### src/verilog/psr_pkg.sv
// psr_pkg: register map, field positions, reset values and carrier types
// for the pack status reporting block; shared by design and bench.
package psr_pkg;

  // register byte addresses (control status word 0x00, battery status 0x12 -> index*4)
  localparam logic [7:0] PSR_IDX_CTRL_STATUS = 8'h00;
  localparam logic [7:0] PSR_IDX_BATT_STATUS = 8'h12;
  localparam logic [7:0] PSR_IDX_SUBCMD_LO = 8'h3E;
  localparam logic [7:0] PSR_IDX_SUBCMD_HI = 8'h3F;
  localparam logic [7:0] PSR_IDX_IRQ_STATUS = 8'h40;
  localparam logic [7:0] PSR_IDX_IRQ_MASK = 8'h41;
  localparam logic [7:0] PSR_IDX_SUBCMD_LAST = 8'h42;
  localparam logic [9:0] PSR_ADR_CTRL_STATUS = {PSR_IDX_CTRL_STATUS, 2'b00};
  localparam logic [9:0] PSR_ADR_BATT_STATUS = {PSR_IDX_BATT_STATUS, 2'b00};
  localparam logic [9:0] PSR_ADR_SUBCMD_LO = {PSR_IDX_SUBCMD_LO, 2'b00};
  localparam logic [9:0] PSR_ADR_SUBCMD_HI = {PSR_IDX_SUBCMD_HI, 2'b00};
  localparam logic [9:0] PSR_ADR_IRQ_STATUS = {PSR_IDX_IRQ_STATUS, 2'b00};
  localparam logic [9:0] PSR_ADR_IRQ_MASK = {PSR_IDX_IRQ_MASK, 2'b00};
  localparam logic [9:0] PSR_ADR_SUBCMD_LAST = {PSR_IDX_SUBCMD_LAST, 2'b00};

  // fixed token returned once after a control status write
  localparam logic [15:0] PSR_CTRL_TOKEN = 16'hFFA5;
  // subcommand code that requests shutdown (arbitrary choice)
  localparam logic [15:0] PSR_SUBCMD_SHUTDOWN = 16'h0010;

  // timing
  localparam int PSR_CLK_HZ = 100_000_000;
  localparam int PSR_PIN_HOLD_MS = 1000;
  localparam int PSR_BLOW_PIN_STATE_PERIOD_MS = 1000;
  localparam int PSR_PIN_HOLD_CYC = PSR_CLK_HZ / 1000 * PSR_PIN_HOLD_MS;
  localparam int PSR_BLOW_PIN_STATE_PERIOD_CYC = PSR_CLK_HZ / 1000 * PSR_BLOW_PIN_STATE_PERIOD_MS;

  // reset values
  localparam logic [15:0] PSR_RST_WORD = 16'h0000;
  localparam logic [7:0] PSR_RST_IRQ = 8'h00;
  localparam logic [1:0] PSR_SEC_INIT = 2'h0;

  // security state encoding of bits 9:8
  typedef enum logic [1:0] {
    PSR_SEC_NOT_INIT = 2'h0,
    PSR_SEC_UNRESTRICTED = 2'h1,
    PSR_SEC_OPEN = 2'h2,
    PSR_SEC_LOCKED = 2'h3
  } psr_sec_type;

  // control status word layout
  typedef struct packed {
    logic [12:0] reserved;
    logic deepest_low_power_flag;
    logic load_detect_expired;
    logic load_pullup_was_on;
  } psr_ctrl_word_type;

  // battery status word layout (bits 5:0 are not owned by this block)
  typedef struct packed {
    logic sleep_flag;
    logic reserved;
    logic shutdown_pending;
    logic permanent_fault_flag;
    logic safety_fault_flag;
    logic blow_pin_state;
    logic security_state_hi;
    logic security_state_lo;
    logic prog_blocked;
    logic prog_pending;
    logic [5:0] other;
  } psr_batt_word_type;

  // access permissions derived from security state
  typedef struct packed {
    logic cfg_read_ok;
    logic cfg_write_ok;
    logic all_cmds_ok;
  } psr_access_type;

  // interrupt event bit positions
  localparam int PSR_EV_SHUTDOWN = 0;
  localparam int PSR_EV_PFAULT = 1;
  localparam int PSR_EV_SAFETY = 2;
  localparam int PSR_EV_BLOW_PIN_STATE = 3;
  localparam int PSR_EV_LDTO = 4;
  localparam int PSR_EV_SUBCMD = 5;

endpackage

### src/verilog/psr_status.sv
// psr_status: control and battery status words behind a classic Wishbone slave.
// assumes: one 100 MHz clock, synchronous active-high reset; fault producers
// and mode trackers live elsewhere and drive the *_i levels.
//
// Register access over Wishbone is this design's own decision.
`timescale 1ns/10ps

////////////////////////////////////////////////////////////////////////////////
module psr_status
  import psr_pkg::*;
#(
  parameter int PIN_HOLD_CYC = PSR_PIN_HOLD_CYC,
  parameter int BLOW_PIN_STATE_PERIOD_CYC = PSR_BLOW_PIN_STATE_PERIOD_CYC
) (
  input wire logic clk_i,
  input wire logic rst_i,
  input wire logic wb_cyc_i,
  input wire logic wb_stb_i,
  input wire logic wb_we_i,
  input wire logic [9:0] wb_adr_i,
  input wire logic [3:0] wb_sel_i,
  input wire logic [31:0] wb_dat_i,
  output logic [31:0] wb_dat_o,
  output logic wb_ack_o,
  input wire logic deep_sleep_i,
  input wire logic sleep_i,
  input wire logic ld_timed_out_i,
  input wire logic ld_measure_done_i,
  input wire logic ld_pullup_on_i,
  input wire logic rst_shut_pin_i,
  input wire logic pf_any_i,
  input wire logic safety_any_i,
  input wire logic blow_pin_state_pin_i,
  input wire logic normal_mode_i,
  input wire logic [1:0] security_i,
  input wire logic cfg_update_i,
  input wire logic prog_write_en_i,
  input wire logic prog_cond_ok_i,
  input wire logic prog_req_i,
  input wire logic prog_done_i,
  output logic cfg_read_ok_o,
  output logic cfg_write_ok_o,
  output logic all_cmds_ok_o,
  output logic [15:0] subcmd_o,
  output logic subcmd_valid_o,
  output logic irq_o
);

  localparam int HOLD_W = $clog2(PIN_HOLD_CYC + 1);
  localparam int BLOW_PIN_STATE_W = $clog2(BLOW_PIN_STATE_PERIOD_CYC + 1);

  //////////////////////////////////////////////////////////////////////////////
  // pin synchronisers: the first stage feeds only the second
  // both pins are asynchronous; their levels reach the logic two cycles late,
  // which is negligible against the one-second hold and sample periods
  logic [1:0] pin_meta;
  logic [1:0] pin_sync;

  always_ff @(posedge clk_i) begin
    if (rst_i) begin
      pin_meta <= 2'h0;
      pin_sync <= 2'h0;
    end else begin
      pin_meta <= {blow_pin_state_pin_i, rst_shut_pin_i};
      pin_sync <= pin_meta;
    end
  end

  //////////////////////////////////////////////////////////////////////////////
  // bus decode
  // a request is taken only while no ack stands, so a strobe held into the
  // ack cycle is not seen twice; the master must drop it after the ack
  logic bus_req;
  logic wr_req;
  logic rd_req;
  logic wr_lo;
  logic wr_hi;

  assign bus_req = wb_cyc_i && wb_stb_i && !wb_ack_o;
  assign wr_req = bus_req && wb_we_i;
  assign rd_req = bus_req && !wb_we_i;
  // control status write treated as subcommand pair write
  assign wr_lo = wr_req && wb_sel_i[0] &&
    (wb_adr_i == PSR_ADR_CTRL_STATUS || wb_adr_i == PSR_ADR_SUBCMD_LO);
  assign wr_hi = wr_req &&
    ((wb_adr_i == PSR_ADR_CTRL_STATUS && wb_sel_i[1]) ||
     (wb_adr_i == PSR_ADR_SUBCMD_HI && wb_sel_i[0]));

  //////////////////////////////////////////////////////////////////////////////
  // subcommand capture: high byte completes the subcommand
  // the control status location carries both bytes in one word, the pair
  // locations one byte each on lane 0; either way the high byte fires it
  logic [15:0] subcmd;
  logic subcmd_fire;

  always_ff @(posedge clk_i) begin
    if (rst_i) begin
      subcmd <= PSR_RST_WORD;
      subcmd_fire <= 1'b0;
    end else begin
      subcmd_fire <= wr_hi;
      if (wr_lo) begin
        subcmd[7:0] <= wb_dat_i[7:0];
      end
      if (wr_hi) begin
        subcmd[15:8] <= (wb_adr_i == PSR_ADR_CTRL_STATUS) ? wb_dat_i[15:8] : wb_dat_i[7:0];
      end
    end
  end

  always_ff @(posedge clk_i) begin
    if (rst_i) begin
      subcmd_o <= PSR_RST_WORD;
      subcmd_valid_o <= 1'b0;
    end else begin
      subcmd_o <= subcmd;
      subcmd_valid_o <= subcmd_fire;
    end
  end

  //////////////////////////////////////////////////////////////////////////////
  // one-shot token after a control status write
  // armed by any write there, whatever the lanes; only a read of the same
  // location spends it, so reads of other registers leave it waiting
  logic token_armed;

  always_ff @(posedge clk_i) begin
    if (rst_i) begin
      token_armed <= 1'b0;
    end else if (wr_req && wb_adr_i == PSR_ADR_CTRL_STATUS) begin
      token_armed <= 1'b1;
    end else if (rd_req && wb_adr_i == PSR_ADR_CTRL_STATUS) begin
      token_armed <= 1'b0;
    end
  end

  //////////////////////////////////////////////////////////////////////////////
  // load detect pullup history, updated at each measurement
  logic ld_pullup_hist;

  always_ff @(posedge clk_i) begin
    if (rst_i) begin
      ld_pullup_hist <= 1'b0;
    end else if (ld_measure_done_i) begin
      ld_pullup_hist <= ld_pullup_on_i;
    end
  end

  //////////////////////////////////////////////////////////////////////////////
  // shutdown pending: subcommand or pin held longer than the hold time
  // the counter saturates at the hold time and restarts whenever the pin
  // drops, so a bouncing pin must stay asserted for the full span again
  logic [HOLD_W-1:0] hold_cnt;
  logic shut_pend;

  always_ff @(posedge clk_i) begin
    if (rst_i) begin
      hold_cnt <= '0;
    end else if (!pin_sync[0]) begin
      hold_cnt <= '0;
    end else if (hold_cnt != HOLD_W'(PIN_HOLD_CYC)) begin
      hold_cnt <= hold_cnt + HOLD_W'(1);
    end
  end

  // stays pending until reset; the shutdown itself is handled elsewhere
  always_ff @(posedge clk_i) begin
    if (rst_i) begin
      shut_pend <= 1'b0;
    end else if (subcmd_fire && subcmd == PSR_SUBCMD_SHUTDOWN) begin
      shut_pend <= 1'b1;
    end else if (hold_cnt == HOLD_W'(PIN_HOLD_CYC)) begin
      shut_pend <= 1'b1;
    end
  end

  //////////////////////////////////////////////////////////////////////////////
  // blow_pin_state pin sample once per period in normal mode
  // leaving normal mode freezes the last sample; on return the first fresh
  // sample comes one full period later, never at once
  logic [BLOW_PIN_STATE_W-1:0] blow_pin_state_cnt;
  logic blow_pin_state_smp;

  always_ff @(posedge clk_i) begin
    if (rst_i) begin
      blow_pin_state_cnt <= '0;
      blow_pin_state_smp <= 1'b0;
    end else if (!normal_mode_i) begin
      blow_pin_state_cnt <= '0;
    end else if (blow_pin_state_cnt == BLOW_PIN_STATE_W'(BLOW_PIN_STATE_PERIOD_CYC - 1)) begin
      blow_pin_state_cnt <= '0;
      blow_pin_state_smp <= pin_sync[1];
    end else begin
      blow_pin_state_cnt <= blow_pin_state_cnt + BLOW_PIN_STATE_W'(1);
    end
  end

  //////////////////////////////////////////////////////////////////////////////
  // programming blocked: live outside update mode, latched at update entry
  // resets to blocked so that nothing programs before the first check; the
  // entry check looks only at the conditions, the write enable does not apply
  logic cfg_upd_q;
  logic prog_blk;

  always_ff @(posedge clk_i) begin
    if (rst_i) begin
      cfg_upd_q <= 1'b0;
      prog_blk <= 1'b1;
    end else begin
      cfg_upd_q <= cfg_update_i;
      if (cfg_update_i && !cfg_upd_q) begin
        prog_blk <= !prog_cond_ok_i;
      end else if (!cfg_update_i) begin
        prog_blk <= !prog_write_en_i || !prog_cond_ok_i;
      end
    end
  end

  // programming pending: only requests outside update mode count
  logic prog_pend;

  always_ff @(posedge clk_i) begin
    if (rst_i) begin
      prog_pend <= 1'b0;
    end else if (prog_req_i && !cfg_update_i) begin
      prog_pend <= 1'b1;
    end else if (prog_done_i) begin
      prog_pend <= 1'b0;
    end
  end

  //////////////////////////////////////////////////////////////////////////////
  // status words assembled from state; reserved fields forced zero
  // the word is rebuilt every cycle; bits 5:0 of the battery word belong to
  // other logic and stay zero here
  psr_ctrl_word_type ctrl_word;
  psr_batt_word_type batt_word;

  always_comb begin
    ctrl_word = '0;
    ctrl_word.deepest_low_power_flag = deep_sleep_i;
    ctrl_word.load_detect_expired = ld_timed_out_i;
    ctrl_word.load_pullup_was_on = ld_pullup_hist;
    batt_word = '0;
    batt_word.sleep_flag = sleep_i;
    batt_word.shutdown_pending = shut_pend;
    batt_word.permanent_fault_flag = pf_any_i;
    batt_word.safety_fault_flag = safety_any_i;
    batt_word.blow_pin_state = blow_pin_state_smp;
    {batt_word.security_state_hi, batt_word.security_state_lo} = security_i;
    batt_word.prog_blocked = prog_blk;
    batt_word.prog_pending = prog_pend;
  end

  //////////////////////////////////////////////////////////////////////////////
  // access permissions from security state
  // a device that has not initialised yet grants nothing, the safe choice
  always_ff @(posedge clk_i) begin
    if (rst_i) begin
      cfg_read_ok_o <= 1'b0;
      cfg_write_ok_o <= 1'b0;
      all_cmds_ok_o <= 1'b0;
    end else begin
      case (psr_sec_type'(security_i))
        PSR_SEC_UNRESTRICTED: begin
          cfg_read_ok_o <= 1'b1;
          cfg_write_ok_o <= 1'b1;
          all_cmds_ok_o <= 1'b1;
        end
        PSR_SEC_OPEN: begin
          cfg_read_ok_o <= 1'b1;
          cfg_write_ok_o <= cfg_update_i;
          all_cmds_ok_o <= 1'b1;
        end
        PSR_SEC_LOCKED: begin
          cfg_read_ok_o <= 1'b0;
          cfg_write_ok_o <= 1'b0;
          all_cmds_ok_o <= 1'b0;
        end
        default: begin
          cfg_read_ok_o <= 1'b0;
          cfg_write_ok_o <= 1'b0;
          all_cmds_ok_o <= 1'b0;
        end
      endcase
    end
  end

  //////////////////////////////////////////////////////////////////////////////
  // interrupts: rising edges of flags set sticky bits; status read clears
  logic [7:0] ev_now;
  logic [7:0] ev_prev;
  logic [7:0] irq_stat;
  logic [7:0] irq_mask;
  logic stat_rd;

  assign ev_now = {2'b00, subcmd_fire, ld_timed_out_i, blow_pin_state_smp, safety_any_i,
                   pf_any_i, shut_pend};
  assign stat_rd = rd_req && wb_adr_i == PSR_ADR_IRQ_STATUS;

  // a new event in the clearing cycle survives the clear; during reset the
  // edge detector follows the flags, so a level already high at release is
  // not mistaken for a fresh event
  always_ff @(posedge clk_i) begin
    if (rst_i) begin
      ev_prev <= ev_now;
      irq_stat <= PSR_RST_IRQ;
    end else begin
      ev_prev <= ev_now;
      irq_stat <= (stat_rd ? PSR_RST_IRQ : irq_stat) | (ev_now & ~ev_prev);
    end
  end

  always_ff @(posedge clk_i) begin
    if (rst_i) begin
      irq_mask <= PSR_RST_IRQ;
    end else if (wr_req && wb_adr_i == PSR_ADR_IRQ_MASK && wb_sel_i[0]) begin
      irq_mask <= wb_dat_i[7:0];
    end
  end

  always_ff @(posedge clk_i) begin
    if (rst_i) begin
      irq_o <= 1'b0;
    end else begin
      irq_o <= |(irq_stat & irq_mask);
    end
  end

  //////////////////////////////////////////////////////////////////////////////
  // wishbone answer: one wait state, ack for one cycle; unmapped reads zero
  // read data is zero outside the ack cycle, so a stale word never looks valid;
  // unmapped writes are acknowledged and dropped, there is no error reply
  logic [31:0] next_rdata;

  always_comb begin
    next_rdata = '0;
    case (wb_adr_i)
      PSR_ADR_CTRL_STATUS: next_rdata[15:0] = token_armed ? PSR_CTRL_TOKEN : ctrl_word;
      PSR_ADR_BATT_STATUS: next_rdata[15:0] = batt_word;
      PSR_ADR_IRQ_STATUS: next_rdata[7:0] = irq_stat;
      PSR_ADR_IRQ_MASK: next_rdata[7:0] = irq_mask;
      PSR_ADR_SUBCMD_LAST: next_rdata[15:0] = subcmd;
      default: next_rdata = '0;
    endcase
  end

  always_ff @(posedge clk_i) begin
    if (rst_i) begin
      wb_ack_o <= 1'b0;
      wb_dat_o <= '0;
    end else begin
      wb_ack_o <= bus_req;
      wb_dat_o <= rd_req ? next_rdata : '0;
    end
  end

endmodule // psr_status
### config.mk
export PLATFORM = sky130hd
export DESIGN_NAME = psr_status
export DESIGN_NICKNAME = d
export VERILOG_FILES = /design/src/verilog/psr_pkg.sv /design/src/verilog/psr_status.sv
export SDC_FILE = /design/constraint.sdc
export NUM_CORES = 1
export LEC_CHECK = 0
export ABC_CLOCK_PERIOD_IN_PS = 4810
export BUFFER_PORTS_ARGS = -buffer_cell sky130_fd_sc_hd__buf_2
export CORE_ASPECT_RATIO = 1.25
export CORE_MARGIN = 8
export CORE_UTILIZATION = 55
export DETAILED_ROUTE_END_ITERATION = 7
export GPL_TIMING_DRIVEN = 0
export PLACE_DENSITY = 0.8
export SLEW_MARGIN = 5
export SYNTH_ARGS = -nofsm -noshare
export SYNTH_HDL_FRONTEND = slang
export SYNTH_SLANG_ARGS = --single-unit
### constraint.sdc
create_clock -name clk_i -period 4.81 [get_ports clk_i]
set_input_delay 0 -clock clk_i [delete_from_list [all_inputs] [get_ports clk_i]]
set_output_delay 0 -clock clk_i [all_outputs]
set_load 0.005 [all_outputs]
== Yosys cells after proc, flatten, opt, wreduce, memory -nomap -nowiden ==
Cells that the tools add are included.

* Register bits: 157
* Input bits: 68
* Output and inout bits: 54
* Word-level logic and storage cells: 98

* Add/sub/neg operators: 2
* Equal/unequal tests: 13
* Multiplexer cells: 15
* Bitwise logic cells: 7
* Reductions and logical operators: 36

{| class="wikitable"
|+ Operators with widths
! kind !! count
|-
| 27-bit by 1-bit adder with 27-bit output (second input constant) || 2
|-
| 27-bit == test (second input constant) || 2
|-
| 8-bit one-hot mux with 5 select lines || 1
|-
| 10-bit by 9-bit == test with 1-bit output (second input constant) || 3
|-
| 27-bit inequality test (second input constant) || 1
|-
| 8-bit one-hot mux with 3 select lines || 1
|-
| 10-bit by 8-bit == test with 1-bit output (second input constant) || 2
|-
| 1-bit logical AND || 17
|-
| 16-bit by 5-bit == test with 1-bit output (second input constant) || 1
|-
| 16-bit two-way mux || 1
|-
| 8-bit two-way mux || 2
|-
| 10-bit by 7-bit == test with 1-bit output (second input constant) || 1
|-
| 10-bit zero test || 1
|-
| 1-bit two-way mux || 9
|-
| 6-bit by 8-bit bitwise AND with 8-bit output || 1
|-
| 8-bit bitwise AND || 1
|-
| 6-bit NOT with 8-bit output || 1
|-
| 8-bit bitwise OR || 1
|-
| 8-bit OR reduction || 1
|-
| 1-bit zero test || 6
|-
| 2-bit nonzero test || 3
|-
| 2-bit OR reduction || 3
|-
| 1-bit logical OR || 3
|-
| 1-bit NOT || 3
|-
| other kinds (6) || 6
|}

== Logic depth before layout (Yosys ltp) ==
Gate-level depths: netlist of the first run.

* Depth after elaboration: 6
* Mapped depth: 8

== Worst setup path after synthesis of the first run ==
No wires, ideal clock.

* Path type: register -> register
* Start: register blow_pin_state_cnt[17]
* End: register blow_pin_state_cnt[19]
* Data arrival time: 1.776 ns
* Required time: 4.695 ns
* Slack: 2.920 ns
* Stages on the path, launching flop included: 8
* Buffers on the path: 2
* Clock period less this slack: 1.890 ns
* Cells stage by stage: dfxtp_1 -> or4_1 -> or4_1 -> nor3_2 -> or2_1 -> buf_4 -> buf_6 -> nor2_1

* Longest elaborated chain between the ends: 2

{| class="wikitable"
|+ Ends and longest elaborated chain
! item !! line !! RTL
|-
| start: declaration || psr_status.sv:181 || <nowiki>logic [BLOW_PIN_STATE_W-1:0] blow_pin_state_cnt;</nowiki>
|-
| start signal: assignment || psr_status.sv:194 || <nowiki>blow_pin_state_cnt <= blow_pin_state_cnt + BLOW_PIN_STATE_W'(1);</nowiki>
|-
| parallel branches: the longest is 2 deep, another holds 27-bit by 1-bit adder with 27-bit output || n/a ||
|}

Parallel ways; which one is timed is not known.
A chain may end at the register's enable or synchronous reset.

== Worst setup path after layout of the first run ==
* Start: register hold_cnt[0]
* End: register hold_cnt[24]

* Longest elaborated chain between the ends: 1

{| class="wikitable"
|+ Ends and longest elaborated chain
! item !! line !! RTL
|-
| start: declaration || psr_status.sv:153 || <nowiki>logic [HOLD_W-1:0] hold_cnt;</nowiki>
|-
| start signal: assignment || psr_status.sv:162 || <nowiki>hold_cnt <= hold_cnt + HOLD_W'(1);</nowiki>
|-
| 27-bit by 1-bit adder with 27-bit output or 27-bit inequality test (tied branches) || psr_status.sv:162, psr_status.sv:161 ||
|}

Parallel ways exist; a longest one is shown, timed or not.

==> impl_results.md, run 1 <==
* Outcome: finished clean
* Gr ovfl total at 0
* Vias in the first global route at 5376
* Worst-margin pin slew at ~1200 ps
* Antenna Cells at 0
* # setup viols final at 0
* Design area at between 0.007 and 0.008 mm²
* Worst EP arrival at 2560 ps
* Slew headroom at around a fifth
* Hold path endpoint: subcmd[10]$_SDFFE_PP0P_
* Worst-path clk slew at 50 ps
* Clock sink total at about 140
* Reg2Reg Depth at 6
* 1st-iter DRT viols at 243
* HP Start: wb_dat_i[10]
* R2R Path Start: hold_cnt[0]$_SDFFE_PP0P_
* Vias at 5145
* RSZ-0062 raised after global routing: false
* Hold Path Depth at 3
* Final Core Density at 70.7%
* Post-route antenna net violation count at 0
* Synth Area per Inst at around 9.1 µm²
* CTS tree: done
* Hold_ws at between 15 and 20 ps
* P_int at slightly below 0.002 W
* Pwr dens at 334 mW/mm²
* CP required at approximately 5000 ps
* EDFF count, synth at 0
* # fillers at 784
* Seq pwr share at 47.2%
* Gr usage total at between 20% and 30%
* Seq cells post-synth at 139
* Die area at roughly 0.014 mm²
* Worst reg2reg path endpoint: hold_cnt[24]$_SDFFE_PP0P_
* CP endpoint kind: register
* Final GP Congestion at 0.957
* Root Buffer: clkbuf_16
* Ys flop type: dfxtp_1
* Die Y at 131 µm
* Netlist Area Pre-Place at 0.00585 mm²
* Largest net degree at the start of global routing at 17
* DRT Pass-1 Iters at 5
* Clock buffer depth at 2
* TritonCTS buffer count at 17
* P_sw at 0.000535 W
* Detailed placement HPWL at 10.8 mm
* # IOs at around 120
* Drt wl/cell at 16.9 µm
* Clock skew at 7.08 ps
* Dpl ws at 2580 ps
* Crit path time final at roughly 2300 ps
* Clock share of power at a little under half
* Most frequent cells in the layout: dfxtp_1 (139), nor2_1 (117), buf_2 (89), dlygate4sd3_1 (37), mux2i_1 (33)
* IO Port Bufs at 86
* Library cells used by synthesis at 49
* Core area at between 0.01 and 0.015 mm²
* Leakage at 2.91 nW
* Fin nets at 873
* Global-route wire length before repair at 25.9 mm
* Critical path class: reg -> reg
* Register area share after synthesis at 47.6%
* Warnings, synthesis at 0
* Vias per cell at approximately 5.5
* Reg2Reg Setup Slack at ~2500 ps
* Sum of negative setup slack at 0 ps
* Post-CTS Setup Bufs at 0
* Worst Hold Class: in -> reg
* Switching part of the total at 21.7%
* H-tree Lvls at 4
* Die width at 108 µm
* Fin crit share at 47.4%
* DRC at 0
* Most common cell after layout, fill and taps aside: dfxtp_1
* Placed instance area at 0.00650 mm²
* Crit-path max FO at 7
* Max-slew violations at 0
* Max-cap violations at 0
* Layout cells sized above 1 at a little under a fifth
* Setup ws final at 2530 ps
* Area delta synth->final at 26.4%
* Logic pwr share at 5.2%
* Async SR Flop Fraction at 0%
* Clk_lat worst skew at 410 ps
* Hold Fails Final Rpt at 0
* Initial Utilization at 55.9%
* Initial antenna violation count at 0
* Post-CTS sizing at 0
* Cells after Synth at 643
* # rows at 42
* Highest clock rate at 439 MHz
* Startpoint Class: register
* Peak VDD IR at between 0.2 and 0.3 mV
* Total Routed Length at 15.9 mm
[critical path, cell delays in order, from the launching register on]
cell and delay (ps):
dfxtp_1 400, ha_1 290, nand2_1 80, nor4_1 910, nand4_1 220, xor2_1 200, nor2_1 60
[per-stage QoR]
stage | total power, W | cells
6_report | 0.00247 | 942
5_1_grt | 0.00254 | 942
4_1_cts | 0.00246 | 942
3_5_place_dp | 0.00129 | 876
3_3_place_gp | 0.00129 | 876
2_1_floorplan | 0.00124 | 658
[power groups by stage]
stage / clock [W] / combinational, W / sequential [W]
CTS: 0.00118 / 0.000122 / 0.00117
global placement: 0 / 0.0000960 / 0.00119
global route: 0.00123 / 0.000138 / 0.00117
floorplan: 0 / 0.0000553 / 0.00119
detailed placement: 0 / 0.0000979 / 0.00119
finish: 0.00117 / 0.000128 / 0.00117
[cells by family (layout without fill, tap and decap cells)]
family	Yosys count	in the layout	share of synthesized area (%)
AND/OR/NAND/NOR	296	296	26.0
flip-flops	139	139	47.6
AO/OA/AOI/OAI	60	60	6.72
buffers and inverters	59	211	5.46
XOR/XNOR	49	49	7.34
multiplexers	33	33	5.65
adder cells (fa/ha/maj)	6	6	1.24
other	1	16	0.0641
[layer usage]
| metal | GRT usage, % | vias to the layer above | wire length, µm |
|---|---|---|---|
| met3 | 6.21 | 38 | 969 |
| met2 | 41.2 | 199 | 8480 |
| li1 | - | 2488 | - |
| met5 | 0 | - | 0 |
| met1 | 23.2 | 2420 | 5930 |
| met4 | 10.9 | 0 | 503 |
[worst max-delay path by stage]
stage                                 startpoint                                 to  slack, ps  cells past startpoint
5_1_grt                 hold_cnt[0]$_SDFFE_PP0P_          hold_cnt[14]$_SDFFE_PP0P_       2270                      6
2_1_floorplan  blow_pin_state_cnt[17]$_SDFF_PP0_  blow_pin_state_cnt[19]$_SDFF_PP0_       2920                      7
4_1_cts                 hold_cnt[0]$_SDFFE_PP0P_          hold_cnt[24]$_SDFFE_PP0P_       2540                      6
3_3_place_gp            hold_cnt[0]$_SDFFE_PP0P_          hold_cnt[26]$_SDFFE_PP0P_       2610                      6
3_5_place_dp            hold_cnt[0]$_SDFFE_PP0P_          hold_cnt[24]$_SDFFE_PP0P_       2580                      6
6_report                hold_cnt[0]$_SDFFE_PP0P_          hold_cnt[24]$_SDFFE_PP0P_       2530                      6
[cells in the mapped netlist (16+ instances only)]
library cell  count  area [µm²]
nand4_1          21         131
nand3_1          31         155
nor2_1          117         439
mux2i_1          33         330
nand2_1          22        82.6
xnor2_1          19         166
a21oi_1          23         115
nor2b_1          31         194
buf_4            21         158
nor3_1           16        80.1
xor2_1           30         263
dfxtp_1         139        2780
[cell type report]
cell class | instances | area [µm²] | area share [%]
multi-input combinational | 460 | 2800 | 37.9
tap | 132 | 165 | 2.23
timing repair buffer | 123 | 801 | 10.8
inverter | 15 | 56.3 | 0.762
buffer | 44 | 263 | 3.55
sequential | 139 | 2780 | 37.6
clock buffer | 20 | 447 | 6.04
clock inverter | 9 | 76.3 | 1.03
[repair_timing]
| item | CTS | global route |
|---|---|---|
| endpoints found under the hold margin | 53 | 0 |
| setup endpoints to repair | 0 | 0 |
| hold buffers | 37 | 0 |
[state kept, by name (all words and copies together), names as in the netlist, 2 cells and up]
name                cells
blow_pin_state_cnt     27
hold_cnt               27
subcmd                 16
subcmd_o               16
wb_dat_o               16
irq_mask                8
ev_prev                 6
irq_stat                6
pin_meta                2
pin_sync                2
(Power assumes the default switching activity.)
==> inputs of run 2 (changes only) <==
--- a/config.mk
+++ b/config.mk
@@ -5,14 +5,14 @@
 export SDC_FILE = /design/constraint.sdc
 export NUM_CORES = 1
 export LEC_CHECK = 0
-export ABC_CLOCK_PERIOD_IN_PS = 4810
+export ABC_CLOCK_PERIOD_IN_PS = 2200
 export BUFFER_PORTS_ARGS = -buffer_cell sky130_fd_sc_hd__buf_2
 export CORE_ASPECT_RATIO = 1.25
 export CORE_MARGIN = 8
-export CORE_UTILIZATION = 55
+export CORE_UTILIZATION = 54
 export DETAILED_ROUTE_END_ITERATION = 7
 export GPL_TIMING_DRIVEN = 0
-export PLACE_DENSITY = 0.8
+export PLACE_DENSITY = 0.79
 export SLEW_MARGIN = 5
 export SYNTH_ARGS = -nofsm -noshare
 export SYNTH_HDL_FRONTEND = slang
==> constraint.sdc (replaced) <==
create_clock -name clk_i -period 2.2 [get_ports clk_i]
set_input_delay 0 -clock clk_i [delete_from_list [all_inputs] [get_ports clk_i]]
set_output_delay 0 -clock clk_i [all_outputs]
set_load 0.005 [all_outputs]
==> impl_results.md, run 2 (same netlist as run 1, synthesis figures left out) <==
* Hold Fails Final Rpt at 0 (unchanged)
* Worst setup endpoint: blow_pin_state_cnt[15]$_SDFF_PP0_
* H-tree Lvls at 4 (unchanged)
* Critical path class: reg -> reg
* Most frequent cells in the layout: dfxtp_1 (139), nor2_1 (117), buf_2 (89), dlygate4sd3_1 (35), mux2i_1 (33)
* Reg2Reg Depth at 7 (+1)
* Slew headroom at 41.5% (+22 points)
* Startpoint Class: register
* Worst-margin pin slew at 870 ps (-330 ps)
* HP Start: wb_dat_i[11]
* Post-route antenna net violation count at 0 (unchanged)
* Clock sink total at 139 (unchanged)
* # fillers at 784 (unchanged)
* Largest regs: blow_pin_state_cnt x27, hold_cnt x27
* Crit-path max FO at 10 (+3)
* Highest clock rate at 474 MHz (+7.9%)
* Fin nets at 872 (-0.11%)
* Die area at 0.0144 mm² (+1.6%)
* Register area at 0.00278 mm² (unchanged)
* Fin cells at 943 (+0.11%)
* Peak VDD IR at 0.505 mV (+86%)
* Core area at 0.0106 mm² (+1.0%)
* Vias at 5157 (+0.23%)
* Root Buffer: clkbuf_16
* Sum of negative setup slack at 0 ps (unchanged)
* Reg2Reg Setup Slack at 90 ps (-2440 ps)
* # rows at 42 (unchanged)
* Detailed placement HPWL at 10.9 mm (+0.69%)
* Gr usage total at 22.2% (-0.62 points)
* Worst setup startpoint: blow_pin_state_cnt[17]$_SDFF_PP0_
* CP required at 2510 ps (-2580 ps)
* Clock buffer depth at 2 (unchanged)
* R2R Path Start: blow_pin_state_cnt[17]$_SDFF_PP0_
* DRT Pass-1 Iters at 5 (unchanged)
* RSZ-0062 raised after global routing: false
* Crit path time final at 2110 ps (-168 ps)
* Final Core Density at 70.6% (-0.11 points)
* Fin crit share at 96.0% (+49 points)
* CTS tree: done
* Most frequent CP cell: or4_1
* Clock skew at 4.70 ps (-2.38 ps)
* Vias in the first global route at 5316 (-1.1%)
* Outcome: finished clean
* TritonCTS buffer count at 17 (unchanged)
* Worst Hold Class: in -> reg
* Area taken by multi-input logic gates at 0.00282 mm² (+0.45%)
* Initial antenna violation count at 0 (unchanged)
* Top delay family on crit path: simple AND/OR/NAND/NOR gates
* Worst-path clk slew at 50 ps (about the same)
* CP endpoint kind: register
* Leakage at 2.93 nW (+0.79%)
* Largest net degree at the start of global routing at 17 (unchanged)
* Worst EP arrival at 2420 ps (-140 ps)
* Die width at 109 µm (+0.79%)
* Area delta synth->final at 27.5%
* Worst reg2reg path endpoint: blow_pin_state_cnt[15]$_SDFF_PP0_
* Max-cap violations at 0 (unchanged)
* Setup ws final at 89.0 ps (-2440 ps)
* Max-slew violations at 0 (unchanged)
* IO Port Bufs at 86 (unchanged)
* Worst stage delay on the critical path at 530 ps (-380 ps)
* # IOs at 122 (unchanged)
* Final GP Congestion at 0.937 (-2.0%)
* Most common cell after layout, fill and taps aside: dfxtp_1
* Vias per cell at 5.47 (+0.13%)
* # setup viols final at 0 (unchanged)
* Drt wl/cell at 16.6 µm (-1.4%)
* Antenna Cells at 0 (unchanged)
* Layout cells sized above 1 at 18.5% (+0.35 points)
* 1st-iter DRT viols at 245 (+0.82%)
* Initial Utilization at 55.4% (-0.56 points)
* Worst path bufs/invs at 2 (+2)
* Clk_lat worst skew at 420 ps (about the same)
* Die Y at 132 µm (+0.81%)
* Overall Power at 0.00567 W (+130%)
* Global-route wire length before repair at 25.4 mm (-1.8%)
* Gr ovfl total at 0 (unchanged)
* Crit path cell chain: or4_1 -> or4_1 -> nor3_2 -> or2_1 -> buf_4 -> buf_6 -> nor2_1
* Critical path depth in cells at 7 (+1)
* Slowest-stage cell, CP: or4_1
* Dpl cells at 876 (unchanged)
* DRC at 0 (unchanged)
* Pwr dens at 760 mW/mm² (+130%)
* Total Routed Length at 15.7 mm (-1.3%)
* Dpl ws at -49.0 ps (-2630 ps)
run 2: changes by cell type in the layout (fill, tap and decap cells not counted):
cell,change
buf_4,+1
bufinv_16,+2
clkbuf_1,+2
clkbuf_8,+1
clkinv_2,-2
clkinv_4,-1
dlygate4sd3_1,-2
nor4_1,-2
nor4_2,+2
run 2: where the power goes:
group / total (W) / switching (W) / internal (W)
Sequential: 0.00255 / 0.0000125 / 0.00254
Combinational: 0.000274 / 0.000137 / 0.000137
Clock: 0.00284 / 0.00102 / 0.00183
run 2: area by class of cell:
type | count | area share, %
buffer | 44 | 3.52
clock buffer | 23 | 6.28
clock inverter | 8 | 1.58
inverter | 15 | 0.755
multi-input combinational | 460 | 37.8
sequential | 139 | 37.3
tap | 132 | 2.22
timing repair buffer | 122 | 10.6
run 2: worst min-delay path by stage:
stage | end | slack, ps | depth (start not counted)
global placement | ev_prev[1]$_DFF_P_ | 140 | 1
global route | subcmd[10]$_SDFFE_PP0P_ | 40 | 3
finish | subcmd[11]$_SDFFE_PP0P_ | 30 | 3
detailed placement | ev_prev[1]$_DFF_P_ | 140 | 1
floorplan | ev_prev[1]$_DFF_P_ | 30 | 0
CTS | subcmd[10]$_SDFFE_PP0P_ | 30 | 3
run 2: timing repair:
action	4_1_cts	5_1_grt
endpoints found under the hold margin	50	0
setup buffers	0	1
pin swaps	0	1
resized for setup	1	1
setup endpoints to repair	4	20
cloned	0	0
hold buffers	35	0
run 2: metrics by stage:
| step | hold WS [ps] | cell area [µm²] |
|---|---|---|
| floorplan | 27.7 | 5900 |
| global placement | 136 | 6500 |
| detailed placement | 142 | 6500 |
| CTS | 25.2 | 7440 |
| global route | 40.6 | 7460 |
| finish | 32.7 | 7460 |
run 2: worst min-delay path: stages:
cell	delay, ps
buf_2	80
mux2i_1	90
a211oi_1	220
run 2: per-layer routing:
layer	share of wire (%)	wire length, µm	track usage [%]
met5	0	0	0
met4	3.0	470	12.4
met3	5.7	901	5.43
met2	53	8310	39.0
met1	38	6000	23.1
